--- config.mk ---
export PLATFORM = sky130hd
export DESIGN_NAME = psf_state_force_regs
export DESIGN_NICKNAME = d
export VERILOG_FILES = /design/src/psf_pkg.sv /design/src/psf_loop_fsm.sv /design/src/psf_state_force_regs.sv
export SDC_FILE = /design/constraint.sdc
export NUM_CORES = 1
export LEC_CHECK = 0
export BUFFER_PORTS_ARGS = -buffer_cell sky130_fd_sc_hd__buf_2
export CAP_MARGIN = 20
export CORE_ASPECT_RATIO = 0.75
export CORE_UTILIZATION = 45
export DETAILED_ROUTE_END_ITERATION = 8
export PLACE_DENSITY = 0.77
export SLEW_MARGIN = 20
export SYNTH_ARGS = -nofsm -noshare
export SYNTH_HDL_FRONTEND = slang
export SYNTH_SLANG_ARGS = --single-unit
--- constraint.sdc ---
create_clock -name clk_i -period 2.6 [get_ports clk_i]
set_clock_uncertainty 0.1 [all_clocks]
set_input_delay 0.39 -clock clk_i [delete_from_list [all_inputs] [get_ports clk_i]]
set_output_delay 0.39 -clock clk_i [all_outputs]
set_load 0.02 [all_outputs]
--- src/psf_pkg.sv ---
/*
 * Constants for the loop state override register bank: register offsets,
 * reset values, field layout and the encoding of the loop controller states.
 * Assumes an 8-bit register port with 8-bit addresses behind the serial port.
 */
package psf_pkg;

   // ************************************************************
   // Register map
   // ************************************************************
   localparam logic [7:0] PSF_ADDR_PLL_STATE_OVERRIDE = 8'h32;
   localparam logic [7:0] PSF_ADDR_REF_SEL_FORCE = 8'h33;

   localparam logic [7:0] PSF_RST_PLL_STATE_OVERRIDE = 8'h00;
   localparam logic [7:0] PSF_RST_REF_SEL_FORCE = 8'h0f;

   // ************************************************************
   // Field layout
   // ************************************************************
   localparam int PSF_OVR_CODE_LSB = 0;
   localparam int PSF_OVR_CODE_W = 3;
   localparam logic [7:0] PSF_OVR_RD_MASK = 8'h07;

   // ************************************************************
   // Override codes
   // ************************************************************
   localparam logic [2:0] PSF_CODE_AUTO = 3'h0;
   localparam logic [2:0] PSF_CODE_UNUSED = 3'h3;

   // Loop controller states, coded as the override field codes them
   typedef enum logic [2:0] {
      PSF_ST_FREE_RUN = 3'b001,
      PSF_ST_HOLDOVER = 3'b010,
      PSF_ST_LOCKED = 3'b100,
      PSF_ST_PRE_LOCKED = 3'b101,
      PSF_ST_PRE_LOCKED2 = 3'b110,
      PSF_ST_PHASE_LOST = 3'b111
   } psf_state_t;

   localparam psf_state_t PSF_ST_RESET = PSF_ST_FREE_RUN;

endpackage : psf_pkg

--- src/psf_loop_fsm.sv ---
/*
 * Loop controller state machine of the main digital loop.
 * Assumes monitor inputs come from logic on clk_i and need no synchronising,
 * and that the override code is already decoded by the register bank.
 */
`timescale 1ns/1ps

module psf_loop_fsm (
   input wire logic clk_i,
   input wire logic srst_i,
   input wire logic force_i,
   input wire logic force_valid_i,
   input wire psf_pkg::psf_state_t force_state_i,
   input wire logic ref_valid_i,
   input wire logic phase_locked_i,
   input wire logic phase_lost_i,
   output psf_pkg::psf_state_t state_o
);
   import psf_pkg::*;

   psf_state_t state_ff;
   psf_state_t nxt_state;
   psf_state_t auto_state;

   // ************************************************************
   // Autonomous transitions from the input monitors
   // ************************************************************
   always_comb begin
      auto_state = state_ff;
      unique case (state_ff)
         PSF_ST_FREE_RUN: begin
            if (ref_valid_i) begin
               auto_state = PSF_ST_PRE_LOCKED;
            end
         end
         PSF_ST_HOLDOVER: begin
            if (ref_valid_i) begin
               auto_state = PSF_ST_PRE_LOCKED2;
            end
         end
         PSF_ST_PRE_LOCKED, PSF_ST_PRE_LOCKED2: begin
            if (!ref_valid_i) begin
               auto_state = PSF_ST_FREE_RUN;
            end else if (phase_locked_i) begin
               auto_state = PSF_ST_LOCKED;
            end
         end
         PSF_ST_LOCKED: begin
            if (!ref_valid_i) begin
               auto_state = PSF_ST_HOLDOVER;
            end else if (phase_lost_i) begin
               auto_state = PSF_ST_PHASE_LOST;
            end
         end
         PSF_ST_PHASE_LOST: begin
            if (!ref_valid_i) begin
               auto_state = PSF_ST_HOLDOVER;
            end else if (phase_locked_i) begin
               auto_state = PSF_ST_LOCKED;
            end
         end
         default: begin
            // Illegal codes recover to the safe state
            auto_state = PSF_ST_FREE_RUN;
         end
      endcase
   end

   // ************************************************************
   // Force versus automatic control
   // ************************************************************
   always_comb begin
      if (!force_i) begin
         nxt_state = auto_state;
      end else if (force_valid_i) begin
         nxt_state = force_state_i;
      end else begin
         // Unused code: monitors blocked, state simply held
         nxt_state = state_ff;
      end
   end

   always_ff @(posedge clk_i) begin
      if (srst_i) begin
         state_ff <= PSF_ST_RESET;
      end else begin
         state_ff <= nxt_state;
      end
   end

   assign state_o = state_ff;

endmodule : psf_loop_fsm

--- src/psf_state_force_regs.sv ---
/*
 * Override register bank for the main digital loop controller: the state
 * override register, the reference selection force register, and the loop
 * controller state machine that the override steers.
 * Assumes a single-cycle register port on clk_i driven by the serial port
 * logic, and monitor inputs generated on clk_i.
 */
`timescale 1ns/1ps


module psf_state_force_regs (
   input wire logic clk_i,
   input wire logic srst_i,
   // Register port
   input wire logic [7:0] reg_addr_i,
   input wire logic reg_wr_i,
   input wire logic [7:0] reg_wdata_i,
   input wire logic reg_rd_i,
   output logic [7:0] reg_rdata_o,
   // Input monitor results
   input wire logic ref_valid_i,
   input wire logic phase_locked_i,
   input wire logic phase_lost_i,
   // Loop control outputs
   output psf_pkg::psf_state_t loop_state_o,
   output logic loop_forced_o,
   output logic [7:0] ref_sel_force_o
);
   import psf_pkg::*;

   // ************************************************************
   // Register storage
   // ************************************************************
   logic [PSF_OVR_CODE_W-1:0] loop_state_override_code_ff;
   logic [PSF_OVR_CODE_W-1:0] nxt_loop_state_override_code;
   logic [7:0] ref_sel_force_ff;
   logic [7:0] nxt_ref_sel_force;
   logic [7:0] rdata_ff;
   logic [7:0] nxt_rdata;

   logic hit_override;
   logic hit_ref_force;

   assign hit_override = (reg_addr_i == PSF_ADDR_PLL_STATE_OVERRIDE);
   assign hit_ref_force = (reg_addr_i == PSF_ADDR_REF_SEL_FORCE);

   // ************************************************************
   // Register writes
   // ************************************************************
   always_comb begin
      nxt_loop_state_override_code = loop_state_override_code_ff;
      nxt_ref_sel_force = ref_sel_force_ff;
      if (reg_wr_i && hit_override) begin
         // Upper bits are not implemented and are dropped
         nxt_loop_state_override_code =
            reg_wdata_i[PSF_OVR_CODE_LSB +: PSF_OVR_CODE_W];
      end
      if (reg_wr_i && hit_ref_force) begin
         nxt_ref_sel_force = reg_wdata_i;
      end
   end

   always_ff @(posedge clk_i) begin
      if (srst_i) begin
         loop_state_override_code_ff <=
            PSF_RST_PLL_STATE_OVERRIDE[PSF_OVR_CODE_LSB +: PSF_OVR_CODE_W];
         ref_sel_force_ff <= PSF_RST_REF_SEL_FORCE;
      end else begin
         loop_state_override_code_ff <= nxt_loop_state_override_code;
         ref_sel_force_ff <= nxt_ref_sel_force;
      end
   end

   // ************************************************************
   // Register reads
   // ************************************************************
   // Read data is registered: valid one cycle after the read strobe and
   // held until the next read, so a slow serial shifter can pick it up.
   always_comb begin
      nxt_rdata = rdata_ff;
      if (reg_rd_i) begin
         if (hit_override) begin
            nxt_rdata = 8'h00;
            nxt_rdata[PSF_OVR_CODE_LSB +: PSF_OVR_CODE_W] =
               loop_state_override_code_ff;
            nxt_rdata = nxt_rdata & PSF_OVR_RD_MASK;
         end else if (hit_ref_force) begin
            nxt_rdata = ref_sel_force_ff;
         end else begin
            nxt_rdata = 8'h00;
         end
      end
   end

   always_ff @(posedge clk_i) begin
      if (srst_i) begin
         rdata_ff <= 8'h00;
      end else begin
         rdata_ff <= nxt_rdata;
      end
   end

   assign reg_rdata_o = rdata_ff;

   // ************************************************************
   // Override decode
   // ************************************************************
   logic force_active;
   logic force_valid;
   psf_state_t force_state;

   always_comb begin
      force_active = (loop_state_override_code_ff != PSF_CODE_AUTO);
      force_valid = 1'b0;
      force_state = PSF_ST_FREE_RUN;
      unique case (loop_state_override_code_ff)
         PSF_CODE_AUTO: begin
            force_valid = 1'b0;
         end
         PSF_CODE_UNUSED: begin
            // Selects no state; machine is frozen where it stands
            force_valid = 1'b0;
         end
         3'h1: begin
            force_valid = 1'b1;
            force_state = PSF_ST_FREE_RUN;
         end
         3'h2: begin
            force_valid = 1'b1;
            force_state = PSF_ST_HOLDOVER;
         end
         3'h4: begin
            force_valid = 1'b1;
            force_state = PSF_ST_LOCKED;
         end
         3'h5: begin
            force_valid = 1'b1;
            force_state = PSF_ST_PRE_LOCKED;
         end
         3'h6: begin
            force_valid = 1'b1;
            force_state = PSF_ST_PRE_LOCKED2;
         end
         3'h7: begin
            force_valid = 1'b1;
            force_state = PSF_ST_PHASE_LOST;
         end
      endcase
   end

   // ************************************************************
   // Loop controller
   // ************************************************************
   // Forcing bypasses all monitor supervision; software must take over the
   // job of watching the reference while a code is held.
   psf_loop_fsm u_loop_fsm (
      .clk_i(clk_i),
      .srst_i(srst_i),
      .force_i(force_active),
      .force_valid_i(force_valid),
      .force_state_i(force_state),
      .ref_valid_i(ref_valid_i),
      .phase_locked_i(phase_locked_i),
      .phase_lost_i(phase_lost_i),
      .state_o(loop_state_o)
   );

   assign loop_forced_o = force_active;
   assign ref_sel_force_o = ref_sel_force_ff;

endmodule : psf_state_force_regs

; Yosys cells after proc, flatten, opt, wreduce, memory -nomap -nowiden
; Cells that the tools add are included.
[totals]
reg_bits = 22
output_inout_bits = 20
elab_cells = 45
[op_classes]
n_eq_ne = 19
muxes = 14
n_reduce_logical = 8
[op_table]
columns = op, n
row1 = $pmux W3 S5, 2
row2 = $mux W3, 9
row3 = $eq A3 B3 Y1 const B, 8
row4 = $eq A8 B6 Y1 const B, 2
row5 = $mux W8, 2
row6 = $eq A3 B2 Y1 const B, 3
row7 = $eq A3 B1 Y1 const B, 2
row8 = $ne A3 B2 Y1 const B, 2
row9 = $reduce_or A6 Y1, 1
row10 = $ne A4 B3 Y1 const B, 1
row11 = $reduce_and A4 Y1, 1
row12 = $reduce_or A2 Y1, 2
row13 = $logic_not A3 Y1, 1
row14 = $reduce_bool A3 Y1, 1
row15 = $logic_and A1 B1 Y1, 2
row16 = $ne A2 B2 Y1 const B, 1
row17 = $pmux W1 S2, 1

; Depth between registers and ports, before layout
; Gate-level depths: netlist (run 1).
[depth]
depth_word = 5
mapped_depth = 5
ltp_nobuf = 4

; Cells and area by module
; A second synthesis (run 1) with hierarchy kept.
[unflattened]
cells_unflattened = 124
hier_area_um2 = 1178.6
[by_module_without_submodules]
columns = module, n_inst, cells_per_inst, area_each_um2, seq_area_each_um2
row1 = psf_state_force_regs, 1, 90, 893.4, 380.4
row2 = psf_loop_fsm, 1, 34, 285.3, 60.1

; Least setup slack after synthesis (run 1)
; OpenSTA, ideal clock, no wires.
[synth_timing]
kind = input to register
startpoint = in reg_addr_i[6]
endpoint = reg ref_sel_force_ff[1], in the netlist ref_sel_force_o[1]
t_arrival_ns = 1.807
required_time_ns = 2.383
slack_ns = 0.576
path_stages = 4
n_path_buf = 0
cell_sequence = or4b_4 -> nor4_4 -> mux2i_1 -> nand2b_1
[synth_via]
elab_chain_cells = 2
[synth_lines]
columns = element, line
row1 = start: declaration, psf_state_force_regs.sv:15  ; input wire logic [7:0] reg_addr_i,
row2 = $eq A8 B6 Y1, psf_state_force_regs.sv:45  ; assign hit_ref_force = (reg_addr_i == PSF_ADDR_REF_SEL_FORCE);
row3 = $logic_and A1 B1 Y1, psf_state_force_regs.sv:58  ; if (reg_wr_i && hit_ref_force) begin
row4 = end signal: assignment, psf_state_force_regs.sv:70  ; ref_sel_force_ff <= nxt_ref_sel_force;
row5 = end: declaration, psf_state_force_regs.sv:36  ; logic [7:0] ref_sel_force_ff;
; No other way between the ends.
; A chain may end at the register's enable or synchronous reset.

; Worst setup path in the final report (run 1)
[layout_timing]
startpoint = reg u_loop_fsm.state_ff[0], in the netlist u_loop_fsm.state_o[0]
endpoint = reg u_loop_fsm.state_ff[1], in the netlist u_loop_fsm.state_o[1]
[layout_via]
elab_chain_cells = 4
elab_cells_between_ends = 13
[layout_lines]
columns = element, line
row1 = start: declaration, psf_loop_fsm.sv:21  ; psf_state_t state_ff;
row2 = start signal: assignment, psf_loop_fsm.sv:87  ; state_ff <= nxt_state;
row3 = $eq A3 B3 Y1, psf_loop_fsm.sv:30  ; unique case (state_ff)
row4 = $reduce_or A2 Y1, psf_loop_fsm.sv:30
row5 = $pmux W3 S5, psf_loop_fsm.sv:30
row6 = $mux W3, psf_loop_fsm.sv:73  ; if (!force_i) begin
; Several ways; a longest one is shown, not always the timed one.

==> results of run 1 <==
[tightest hold or removal path, stage by stage]
cell and delay, ps:
buf_2 80, mux2i_1 50, nand2b_1 60
[report_power, final]
| part | switching [mW] | internal (mW) |
|---|---|---|
| Combinational | 0.0622 | 0.0577 |
| Clock | 0.0965 | 0.0541 |
| Sequential | 0.0232 | 0.346 |
| Total | 0.182 | 0.458 |
[placed cells by master (no fill, tap or decap), drive strengths merged]
master	count
a21oi	8
a221oi	1
a22oi	1
a2bb2oi	1
a31oi	2
a41oi	1
buf	44
clkbuf	3
dfxtp	22
inv	4
mux2	1
mux2i	13
nand2	6
nand2b	14
nand3	5
nand3b	1
nand4	5
nor2	10
nor2b	1
nor3	3
nor4	2
nor4b	1
o211ai	2
o21ai	4
o21bai	1
o221ai	2
o31ai	1
or3	1
or3b	1
or4b	1
xor2	1
[metal layers]
layer / part of all wire (%) / global-route usage, %
met5: 0 / 0
met4: 0.62 / 4.29
met3: 6.0 / 3.72
met2: 46 / 32.3
met1: 47 / 25.4
[cells by family after synthesis]
kind of cell | Yosys count | share of synthesized area [%]
AND/OR/NAND/NOR | 51 | 27.7
AO/OA/AOI/OAI | 24 | 14.0
flip-flops | 22 | 40.1
multiplexers | 14 | 12.9
buffers and inverters | 13 | 4.45
XOR/XNOR | 1 | 0.798
[final cells by class]
cell class / instances / share of cell area [%]
repair buffers: 44 / 16.6
flip-flops and latches: 22 / 32.5
multi-input cells: 90 / 44.9
well taps: 34 / 3.14
clock buffers: 3 / 1.66
inverters: 4 / 1.11
[worst paths after layout]
| path | slack, ps | end | start |
|---|---|---|---|
| setup / recovery | 840 | u_loop_fsm.state_o[1]$_SDFFE_PP0P_ | u_loop_fsm.state_o[0]$_SDFFE_PP1P_ |
| hold / removal | 200 | ref_sel_force_o[3]$_SDFFE_PP1P_ | reg_wdata_i[3] |
| setup reg to reg | 840 | u_loop_fsm.state_o[1]$_SDFFE_PP0P_ | u_loop_fsm.state_o[0]$_SDFFE_PP1P_ |
| hold reg to reg | 370 | reg_rdata_o[5]$_SDFFE_PP0P_ | reg_rdata_o[5]$_SDFFE_PP0P_ |
[per-stage QoR]
stage | power, mW | utilization (%)
2_1_floorplan | 0.458 | -
3_3_place_gp | 0.492 | 57.7
3_5_place_dp | 0.496 | 57.7
4_1_cts | 0.646 | 58.6
5_1_grt | 0.677 | 58.6
6_report | 0.640 | 58.6
[state kept, by name, summed over array words and instances (netlist names)]
| register | cells |
|---|---|
| u_loop_fsm.state_o | 3 |
| loop_state_override_code_ff | 3 |
| reg_rdata_o | 8 |
| ref_sel_force_o | 8 |
==> results.tsv, run 1 <==
metric	value	unit
Leak Pwr	0.553	nW
clk sinks	22	
clock root buffer	clkbuf_4	
crit path DAT	1870	ps
hold crit path type	input port to register	
sequential share of the synthesized area	40.1	%
Worst Tran Pin Value	455	ps
Worst setup SP type	register	
Final Cycle Share	67.8	%
crit path kind	register to register	
core area	0.00231	mm²
CTS HTree Levels	1	
Chip Height	44.8	µm
drt first pass iters	4	
Placer Congestion	0.743	
crit end category	register	
max incr delay on CP	550	ps
setup ws final	838	ps
Yosys cell types	32	
CTS Hold Bufs	0	
setup TNS	0	ps
initial antenna violation count	0	
final hold vios	0	
critical path, cell by cell	or3b_2, a31oi_1, o221ai_1, a221oi_1	
Syn Nets	148	
CTS buffer count	3	
required time of the worst setup path	2710	ps
Via density	5.29	
Fillers	228	
CP Depth	4	
# nets final	188	
CP bufs+invs	0	
pwr/cell area	473	mW/mm²
pre-CTS setup slack	529	ps
min Tclk post-route	1760	ps
Clk pin slew, worst setup/hold paths	110	ps
synth top area cells	dfxtp_1, mux2i_1, nand2b_1, a21oi_1, nor2_1	
final setup vio count	0	
Cell Area, Synth	0.00110	mm²
leading area contributor after synthesis	dfxtp_1	
GRT Overall Usage	19.0	%
Syn Inst Count	125	
largest net degree at the start of global routing	24	
area share of the leading cell type in the synthesized netlist	40.1	%
slowest stage cell on the critical path	dfxtp_1	
status	completed	
f_max	0.568	GHz
multi-input logic area	608	µm²
worst r2r path cells	4	
# rows	15	
Skew-Pair Late Insertion Delay	300	ps
warnings from Yosys	0	
RSZ-0062 raised after global routing	no	
DIE WIDTH	59.0	µm
#FFs+latches synth	22	
initial drt markers	33	
async set or reset register ratio after synthesis	0	%
hold depth	3	
via count	1043	
CP top delay family	flip-flops	
CTS tree	built	
I/O pin cnt	43	
cts repair resizes	0	
grt total ovfl	0	
HPWL Detailed	1850	µm
Longest Clk Path Bufs	2	
final hold slack	202	ps
EDFF count, synth	0	
placed inst area	0.00133	mm²
slew margin rel.	69.4	%
initial core utilization	47.5	%
Area Overhead vs Synth	23.4	%
Non-Filler Instances	197	
number of remaining DRC errors	0	
top_reg_cell synth	dfxtp_1	
top post-synthesis cells by count	dfxtp_1, nand2b_1, mux2i_1	
most common cell in the netlist	dfxtp_1	
DR WL/cell	12.3	µm
Sequential cell area	440	µm²
port bufs	42	
postcts setup bufs	0	
Avg Synthesized Cell Area	8.78	µm²
Max Slew Vio Count	0	
Final Cell Area	0.00135	mm²
Antenna Nets Post-Route	0	
routed wire length	2420	µm
cell total after placement	194	
max-cap violations	0	
global-route wire length before repair	3830	µm
# diodes	0	
highest net fanout along the worst path	11	
vias in the first global route	869	
die area	0.00264	mm²
maximum vdd drop	0.309	mV
share of post-route cells with drive strength above 1	31.9	%
(Power assumes the default switching activity.)
==> inputs of run 2 (changes only) <==
--- a/config.mk
+++ b/config.mk
@@ -5,12 +5,13 @@
 export SDC_FILE = /design/constraint.sdc
 export NUM_CORES = 1
 export LEC_CHECK = 0
+export ABC_AREA = 1
 export BUFFER_PORTS_ARGS = -buffer_cell sky130_fd_sc_hd__buf_2
 export CAP_MARGIN = 20
 export CORE_ASPECT_RATIO = 0.75
-export CORE_UTILIZATION = 45
+export CORE_UTILIZATION = 43
 export DETAILED_ROUTE_END_ITERATION = 8
-export PLACE_DENSITY = 0.77
+export PLACE_DENSITY = 0.76
 export SLEW_MARGIN = 20
 export SYNTH_ARGS = -nofsm -noshare
 export SYNTH_HDL_FRONTEND = slang
==> constraint.sdc (replaced) <==
create_clock -name clk_i -period 1.46 [get_ports clk_i]
set_clock_uncertainty 0.1 [all_clocks]
set_input_delay 0.219 -clock clk_i [delete_from_list [all_inputs] [get_ports clk_i]]
set_output_delay 0.219 -clock clk_i [all_outputs]
set_load 0.02 [all_outputs]
==> results.tsv, run 2 <==
metric	value	unit	change
# nets final	256		was 188
Yosys cell types	19		was 32
f_max	0.715	GHz	
max-cap violations	0		unchanged
vias in the first global route	1043		was 869
Avg Synthesized Cell Area	6.18	µm²	was 8.78 µm²
initial drt markers	49		was 33
routed wire length	2630	µm	was 2420 µm
Syn Nets	212		was 148
final hold vios	0		unchanged
CTS HTree Levels	1		unchanged
core area	0.00244	mm²	was 0.00231 mm²
CTS buffer count	3		unchanged
Pwr Total	1.67	mW	was 640 µW
Leak Pwr	0.861	nW	was 0.553 nW
HPWL Detailed	2040	µm	was 1850 µm
slew margin rel.	76.0	%	was 69.4%
EDFF count, synth	0		unchanged
Top Usage Layer GRT	met2		unchanged
via count	1205		was 1043
# rows	15		unchanged
top post-synthesis cells by count	nand2_1, inv_1, nor2_1		was dfxtp_1, nand2b_1, mux2i_1
clk sinks	22		unchanged
initial core utilization	47.9	%	was 47.5%
worst r2r src	u_loop_fsm.state_o[0]$_SDFFE_PP1P_		unchanged
Final Cell Area	0.00146	mm²	was 0.00135 mm²
required time of the worst setup path	1140	ps	was 2710 ps
synth top area cells	dfxtp_1, nand2_1, inv_1, nor2_1, nand3_1		was dfxtp_1, mux2i_1, nand2b_1, a21oi_1, nor2_1
number of remaining DRC errors	0		unchanged
Chip Height	47.1	µm	was 44.8 µm
CTS tree	built		unchanged
Longest Clk Path Bufs	2		unchanged
warnings from Yosys	0		unchanged
I/O pin cnt	43		unchanged
grt total ovfl	0		unchanged
GRT Overall Usage	19.5	%	was 19.0%
# diodes	0		unchanged
setup TNS	0	ps	unchanged
Fillers	254		was 228
clock root buffer	clkbuf_4		unchanged
share of post-route cells with drive strength above 1	26.7	%	was 31.9%
R2R Setup Slk	190	ps	was 840 ps
final setup vio count	0		unchanged
reg-to-reg endpoint	u_loop_fsm.state_o[1]$_SDFFE_PP0P_		unchanged
Worst Tran Pin Value	359	ps	was 455 ps
highest net fanout along the worst path	5		was 11
async set or reset register ratio after synthesis	0	%	unchanged
commonest cells after routing, fill and taps aside	nand2_1, buf_2, inv_1		was buf_2, dfxtp_1, nand2b_1
Hold Path Sink	ref_sel_force_o[4]$_SDFFE_PP0P_		was ref_sel_force_o[3]$_SDFFE_PP1P_
port bufs	42		unchanged
crit path kind	register to output pin		was register to register
Final Cycle Share	95.8	%	
met1 usage	27.8	%	was 25.4%
global-route wire length before repair	4470	µm	was 3830 µm
Cell Area, Synth	0.00117	mm²	was 0.00110 mm²
top_reg_cell synth	dfxtp_1		unchanged
placed inst area	0.00140	mm²	was 0.00133 mm²
Placer Congestion	0.844		was 0.743
sequential share of the synthesized area	37.7	%	was 40.1%
final hold slack	25.7	ps	was 202 ps
die area	0.00293	mm²	was 0.00264 mm²
Via density	4.53		was 5.29
Skew-Pair Late Insertion Delay	300	ps	about the same
largest net degree at the start of global routing	13		was 24
maximum vdd drop	0.618	mV	was 0.309 mV
#FFs+latches synth	22		unchanged
commonest non-fill, non-tap cell in the layout	nand2_1		was buf_2
Area Overhead vs Synth	24.6	%	was 23.4%
met3 Use GR	4.61	%	was 3.72%
Worst setup SP type	register		unchanged
status	completed		unchanged
DIE WIDTH	62.2	µm	was 59.0 µm
hold crit path type	input port to register		unchanged
RSZ-0062 raised after global routing	no		unchanged
leading area contributor after synthesis	dfxtp_1		unchanged
Max Slew Vio Count	0		unchanged
initial antenna violation count	0		unchanged
Antenna Nets Post-Route	0		unchanged
crit end category	output pin		was register
drt first pass iters	6		was 4
Clk pin slew, worst setup/hold paths	110	ps	about the same
Syn Inst Count	189		was 125
min Tclk post-route	1400	ps	
DR WL/cell	9.88	µm	was 12.3 µm
crit path DAT	1080	ps	was 1870 ps
met2 Use GR	30.5	%	was 32.3%
most common cell in the netlist	nand2_1		was dfxtp_1
hold wc startpoint	reg_wdata_i[4]		was reg_wdata_i[3]
worst r2r path cells	9		was 4
pwr/cell area	1150	mW/mm²	was 473 mW/mm²
area share of the leading cell type in the synthesized netlist	37.7	%	was 40.1%
hold depth	3		unchanged
## run 2: cell types whose count changed after synthesis, sizes merged, moves of 3 or more
| cell | change |
|---|---|
| inv | +25 |
| nand4 | -3 |
| nand2b | -13 |
| mux2i | -13 |
| nor2 | +19 |
| nand3 | +14 |
| clkbuf | -6 |
| nand2 | +60 |
## run 2: repair_timing
item,CTS,global route
resized for setup,1,5
hold buffers,0,0
endpoints found under the setup margin,1,5
pin swaps,1,0
buffers inserted,1,0
## run 2: power by group
group / internal, mW / switching [mW]
Sequential: 0.657 / 0.0976
Combinational: 0.217 / 0.369
Clock: 0.152 / 0.177
## run 2: how the worst max path moves through the flow
stage | startpoint | end | depth (start not counted)
after CTS | loop_state_override_code_ff[1]$_SDFFE_PP0P_ | loop_forced_o | 3
final | loop_state_override_code_ff[1]$_SDFFE_PP0P_ | loop_forced_o | 3
after floorplan | u_loop_fsm.state_o[0]$_SDFFE_PP1P_ | u_loop_fsm.state_o[1]$_SDFFE_PP0P_ | 10
after global placement | u_loop_fsm.state_o[0]$_SDFFE_PP1P_ | u_loop_fsm.state_o[1]$_SDFFE_PP0P_ | 9
after detailed placement | u_loop_fsm.state_o[0]$_SDFFE_PP1P_ | u_loop_fsm.state_o[2]$_SDFFE_PP0P_ | 9
after global routing | loop_state_override_code_ff[1]$_SDFFE_PP0P_ | loop_forced_o | 3
## run 2: area by class of cell
type	count	area [µm²]	share of cell area [%]
timing repair buffer	44	225	15.5
inverter	30	114	7.82
sequential	22	447	30.7
tap	34	42.5	2.92
multi-input combinational	132	592	40.6
clock buffer	4	36.3	2.49
## run 2: critical path: stages (launching register included)
cell,delay [ps]
dfxtp_2,370
nor3_4,200
inv_1,50
buf_2,150
## run 2: logic make-up after synthesis
family | Yosys count | synth area share (%)
AOI/OAI and AO/OA | 13 | 5.57
buffers and inverters | 35 | 12.2
DFF | 22 | 37.7
and+or+nand+nor | 119 | 44.5
## run 2: through the flow
stage / setup slack [ps] / instances / utilization (%)
after floorplan: 74.6 / 189 / -
after global placement: 84.6 / 261 / 57.4
after detailed placement: 94.2 / 261 / 57.4
after CTS: 15.2 / 266 / 59.4
after global routing: 7.71 / 266 / 59.7
final: 61.6 / 266 / 59.7
## run 2: routing by layer
metal	routed length, µm	vias up
li1	-	664
met1	1420	506
met2	1070	35
met3	147	0
met4	0	0
met5	0	-
==> inputs of run 3 (changes only) <==
--- a/config.mk
+++ b/config.mk
@@ -8,7 +8,7 @@
 export ABC_AREA = 1
 export BUFFER_PORTS_ARGS = -buffer_cell sky130_fd_sc_hd__buf_2
 export CAP_MARGIN = 20
-export CORE_ASPECT_RATIO = 0.75
+export CORE_ASPECT_RATIO = 0.8
 export CORE_UTILIZATION = 43
 export DETAILED_ROUTE_END_ITERATION = 8
 export PLACE_DENSITY = 0.76
==> results.tsv, run 3 (synthesis results as in run 2) <==
metric	value	unit	change
global-route wire length before repair	4360	µm	was 4470 µm
initial antenna violation count	0		unchanged
HPWL Detailed	1960	µm	was 2040 µm
Worst Tran Pin Value	346	ps	was 359 ps
routed wire length	2530	µm	was 2630 µm
crit path kind	register to output pin		unchanged
commonest cells after routing, fill and taps aside	nand2_1, buf_2, inv_1		unchanged
min Tclk post-route	1370	ps	was 1400 ps
Skew-Pair Late Insertion Delay	300	ps	about the same
Chip Height	48.6	µm	was 47.1 µm
core area	0.00250	mm²	was 0.00244 mm²
grt total ovfl	0		unchanged
final core utilization	59.6	%	was 59.7%
Seq pwr share	44.1	%	was 45.2%
Max Slew Vio Count	0		unchanged
slew margin rel.	76.9	%	was 76.0%
highest net fanout along the worst path	3		was 5
Worst setup SP type	register		unchanged
Via density	4.54		was 4.53
required time of the worst setup path	1140	ps	about the same
initial core utilization	46.7	%	was 47.9%
Leak Pwr	0.881	nW	was 0.861 nW
die area	0.00293	mm²	about the same
Longest Clk Path Bufs	2		unchanged
slowest stage cell on the critical path	dfxtp_4		was dfxtp_2
largest net degree at the start of global routing	13		unchanged
maximum vdd drop	0.567	mV	was 0.618 mV
switching pwr	622	µW	was 643 µW
DR WL/cell	9.31	µm	was 9.88 µm
RSZ-0062 raised after global routing	no		unchanged
commonest non-fill, non-tap cell in the layout	nand2_1		unchanged
final setup vio count	0		unchanged
initial drt markers	97		was 49
Final Cycle Share	94.2	%	was 95.8%
Non-Filler Instances	272		was 266
Fillers	271		was 254
max-cap violations	0		unchanged
CTS HTree Levels	1		unchanged
# rows	16		was 15
vias in the first global route	1055		was 1043
critical path, cell by cell	nor3_4, inv_1, buf_2		unchanged
max incr delay on CP	380	ps	was 370 ps
port bufs	42		unchanged
Clk pin slew, worst setup/hold paths	120	ps	was 110 ps
Logic pwr share	36.1	%	was 35.1%
clock root buffer	clkbuf_4		unchanged
pre-CTS setup slack	123	ps	was 94.2 ps
GRT Overall Usage	19.6	%	was 19.5%
# diodes	0		unchanged
crit path DAT	1060	ps	was 1080 ps
CTS tree	built		unchanged
drt first pass iters	4		was 6
I/O pin cnt	43		unchanged
P_int	1.03	mW	about the same
number of remaining DRC errors	0		unchanged
setup ws final	85.2	ps	was 61.6 ps
final hold vios	0		unchanged
DIE WIDTH	60.3	µm	was 62.2 µm
status	completed		unchanged
clk sinks	22		unchanged
share of post-route cells with drive strength above 1	27.1	%	was 26.7%
hold crit path type	input port to register		unchanged
Area Overhead vs Synth	27.6	%	was 24.6%
switching share of power	37.6	%	was 38.5%
pwr/cell area	1110	mW/mm²	was 1150 mW/mm²
setup TNS	0	ps	unchanged
crit end category	output pin		unchanged
Placer Congestion	0.818		was 0.844
f_max	0.727	GHz	was 0.715 GHz
Antenna Nets Post-Route	0		unchanged
clock power share	19.8	%	was 19.7%
# nets final	260		was 256
via count	1236		was 1205
cell total after placement	264		was 261
CTS buffer count	3		unchanged
## run 3: changes by cell type in the layout (fill, tap and decap cells not counted), sizes merged
cell	delta
buf	+4
## run 3: per-layer routing
metal / up-vias / wire length, µm / global-route usage, %
met5: - / 0 / 0
met4: 0 / 9 / 5.81
met3: 2 / 170 / 5.61
met2: 42 / 1080 / 28.2
met1: 519 / 1270 / 27.9
li1: 673 / - / -
## run 3: final cells by class
class,instances,area [µm²],share of cell area [%]
Sequential cell,22,449,30.1
Inverter,30,114,7.63
Timing Repair Buffer,48,255,17.1
Clock buffer,4,36.3,2.43
Multi-Input combinational cell,132,592,39.7
Tap cell,36,45.0,3.02
## run 3: metrics by stage
step	cell area (µm²)	hold slack [ps]	total power, mW
3_3_place_gp	1410	342	1.34
2_1_floorplan	1170	245	1.18
3_5_place_dp	1410	344	1.34
4_1_cts	1460	21.1	1.67
5_1_grt	1490	27.8	1.83
6_report	1490	24.7	1.65
## run 3: path summary, 6_finish.rpt
path	start	end	slack, ps	depth (start not counted)
max	loop_state_override_code_ff[1]$_SDFFE_PP0P_	loop_forced_o	90	3
min	reg_wdata_i[3]	ref_sel_force_o[3]$_SDFFE_PP1P_	20	3
max reg2reg	loop_state_override_code_ff[0]$_SDFFE_PP0P_	u_loop_fsm.state_o[0]$_SDFFE_PP1P_	150	7
min reg2reg	reg_rdata_o[4]$_SDFFE_PP0P_	reg_rdata_o[4]$_SDFFE_PP0P_	370	2
## run 3: repair_timing
item / 4_1_cts / 5_1_grt
hold buffers: 0 / 0
resized for setup: 1 / 5
pin swaps: 1 / 1
endpoints found under the setup margin: 1 / 5
setup buffers: 1 / 3
## run 3: power by group through the flow
| stage | Clock (mW) | Sequential (mW) | Combinational (mW) |
|---|---|---|---|
| 3_3_place_gp | 0 | 0.742 | 0.599 |
| 6_report | 0.327 | 0.730 | 0.597 |
| 4_1_cts | 0.338 | 0.731 | 0.598 |
| 3_5_place_dp | 0 | 0.745 | 0.595 |
| 2_1_floorplan | 0 | 0.771 | 0.409 |
| 5_1_grt | 0.372 | 0.742 | 0.714 |
## run 3: worst max-delay path, delay by kind of cell (launching register included)
family	cells	cell delay, ps
flip-flops	1	380
AND/OR/NAND/NOR	1	180
buffers and inverters	2	200
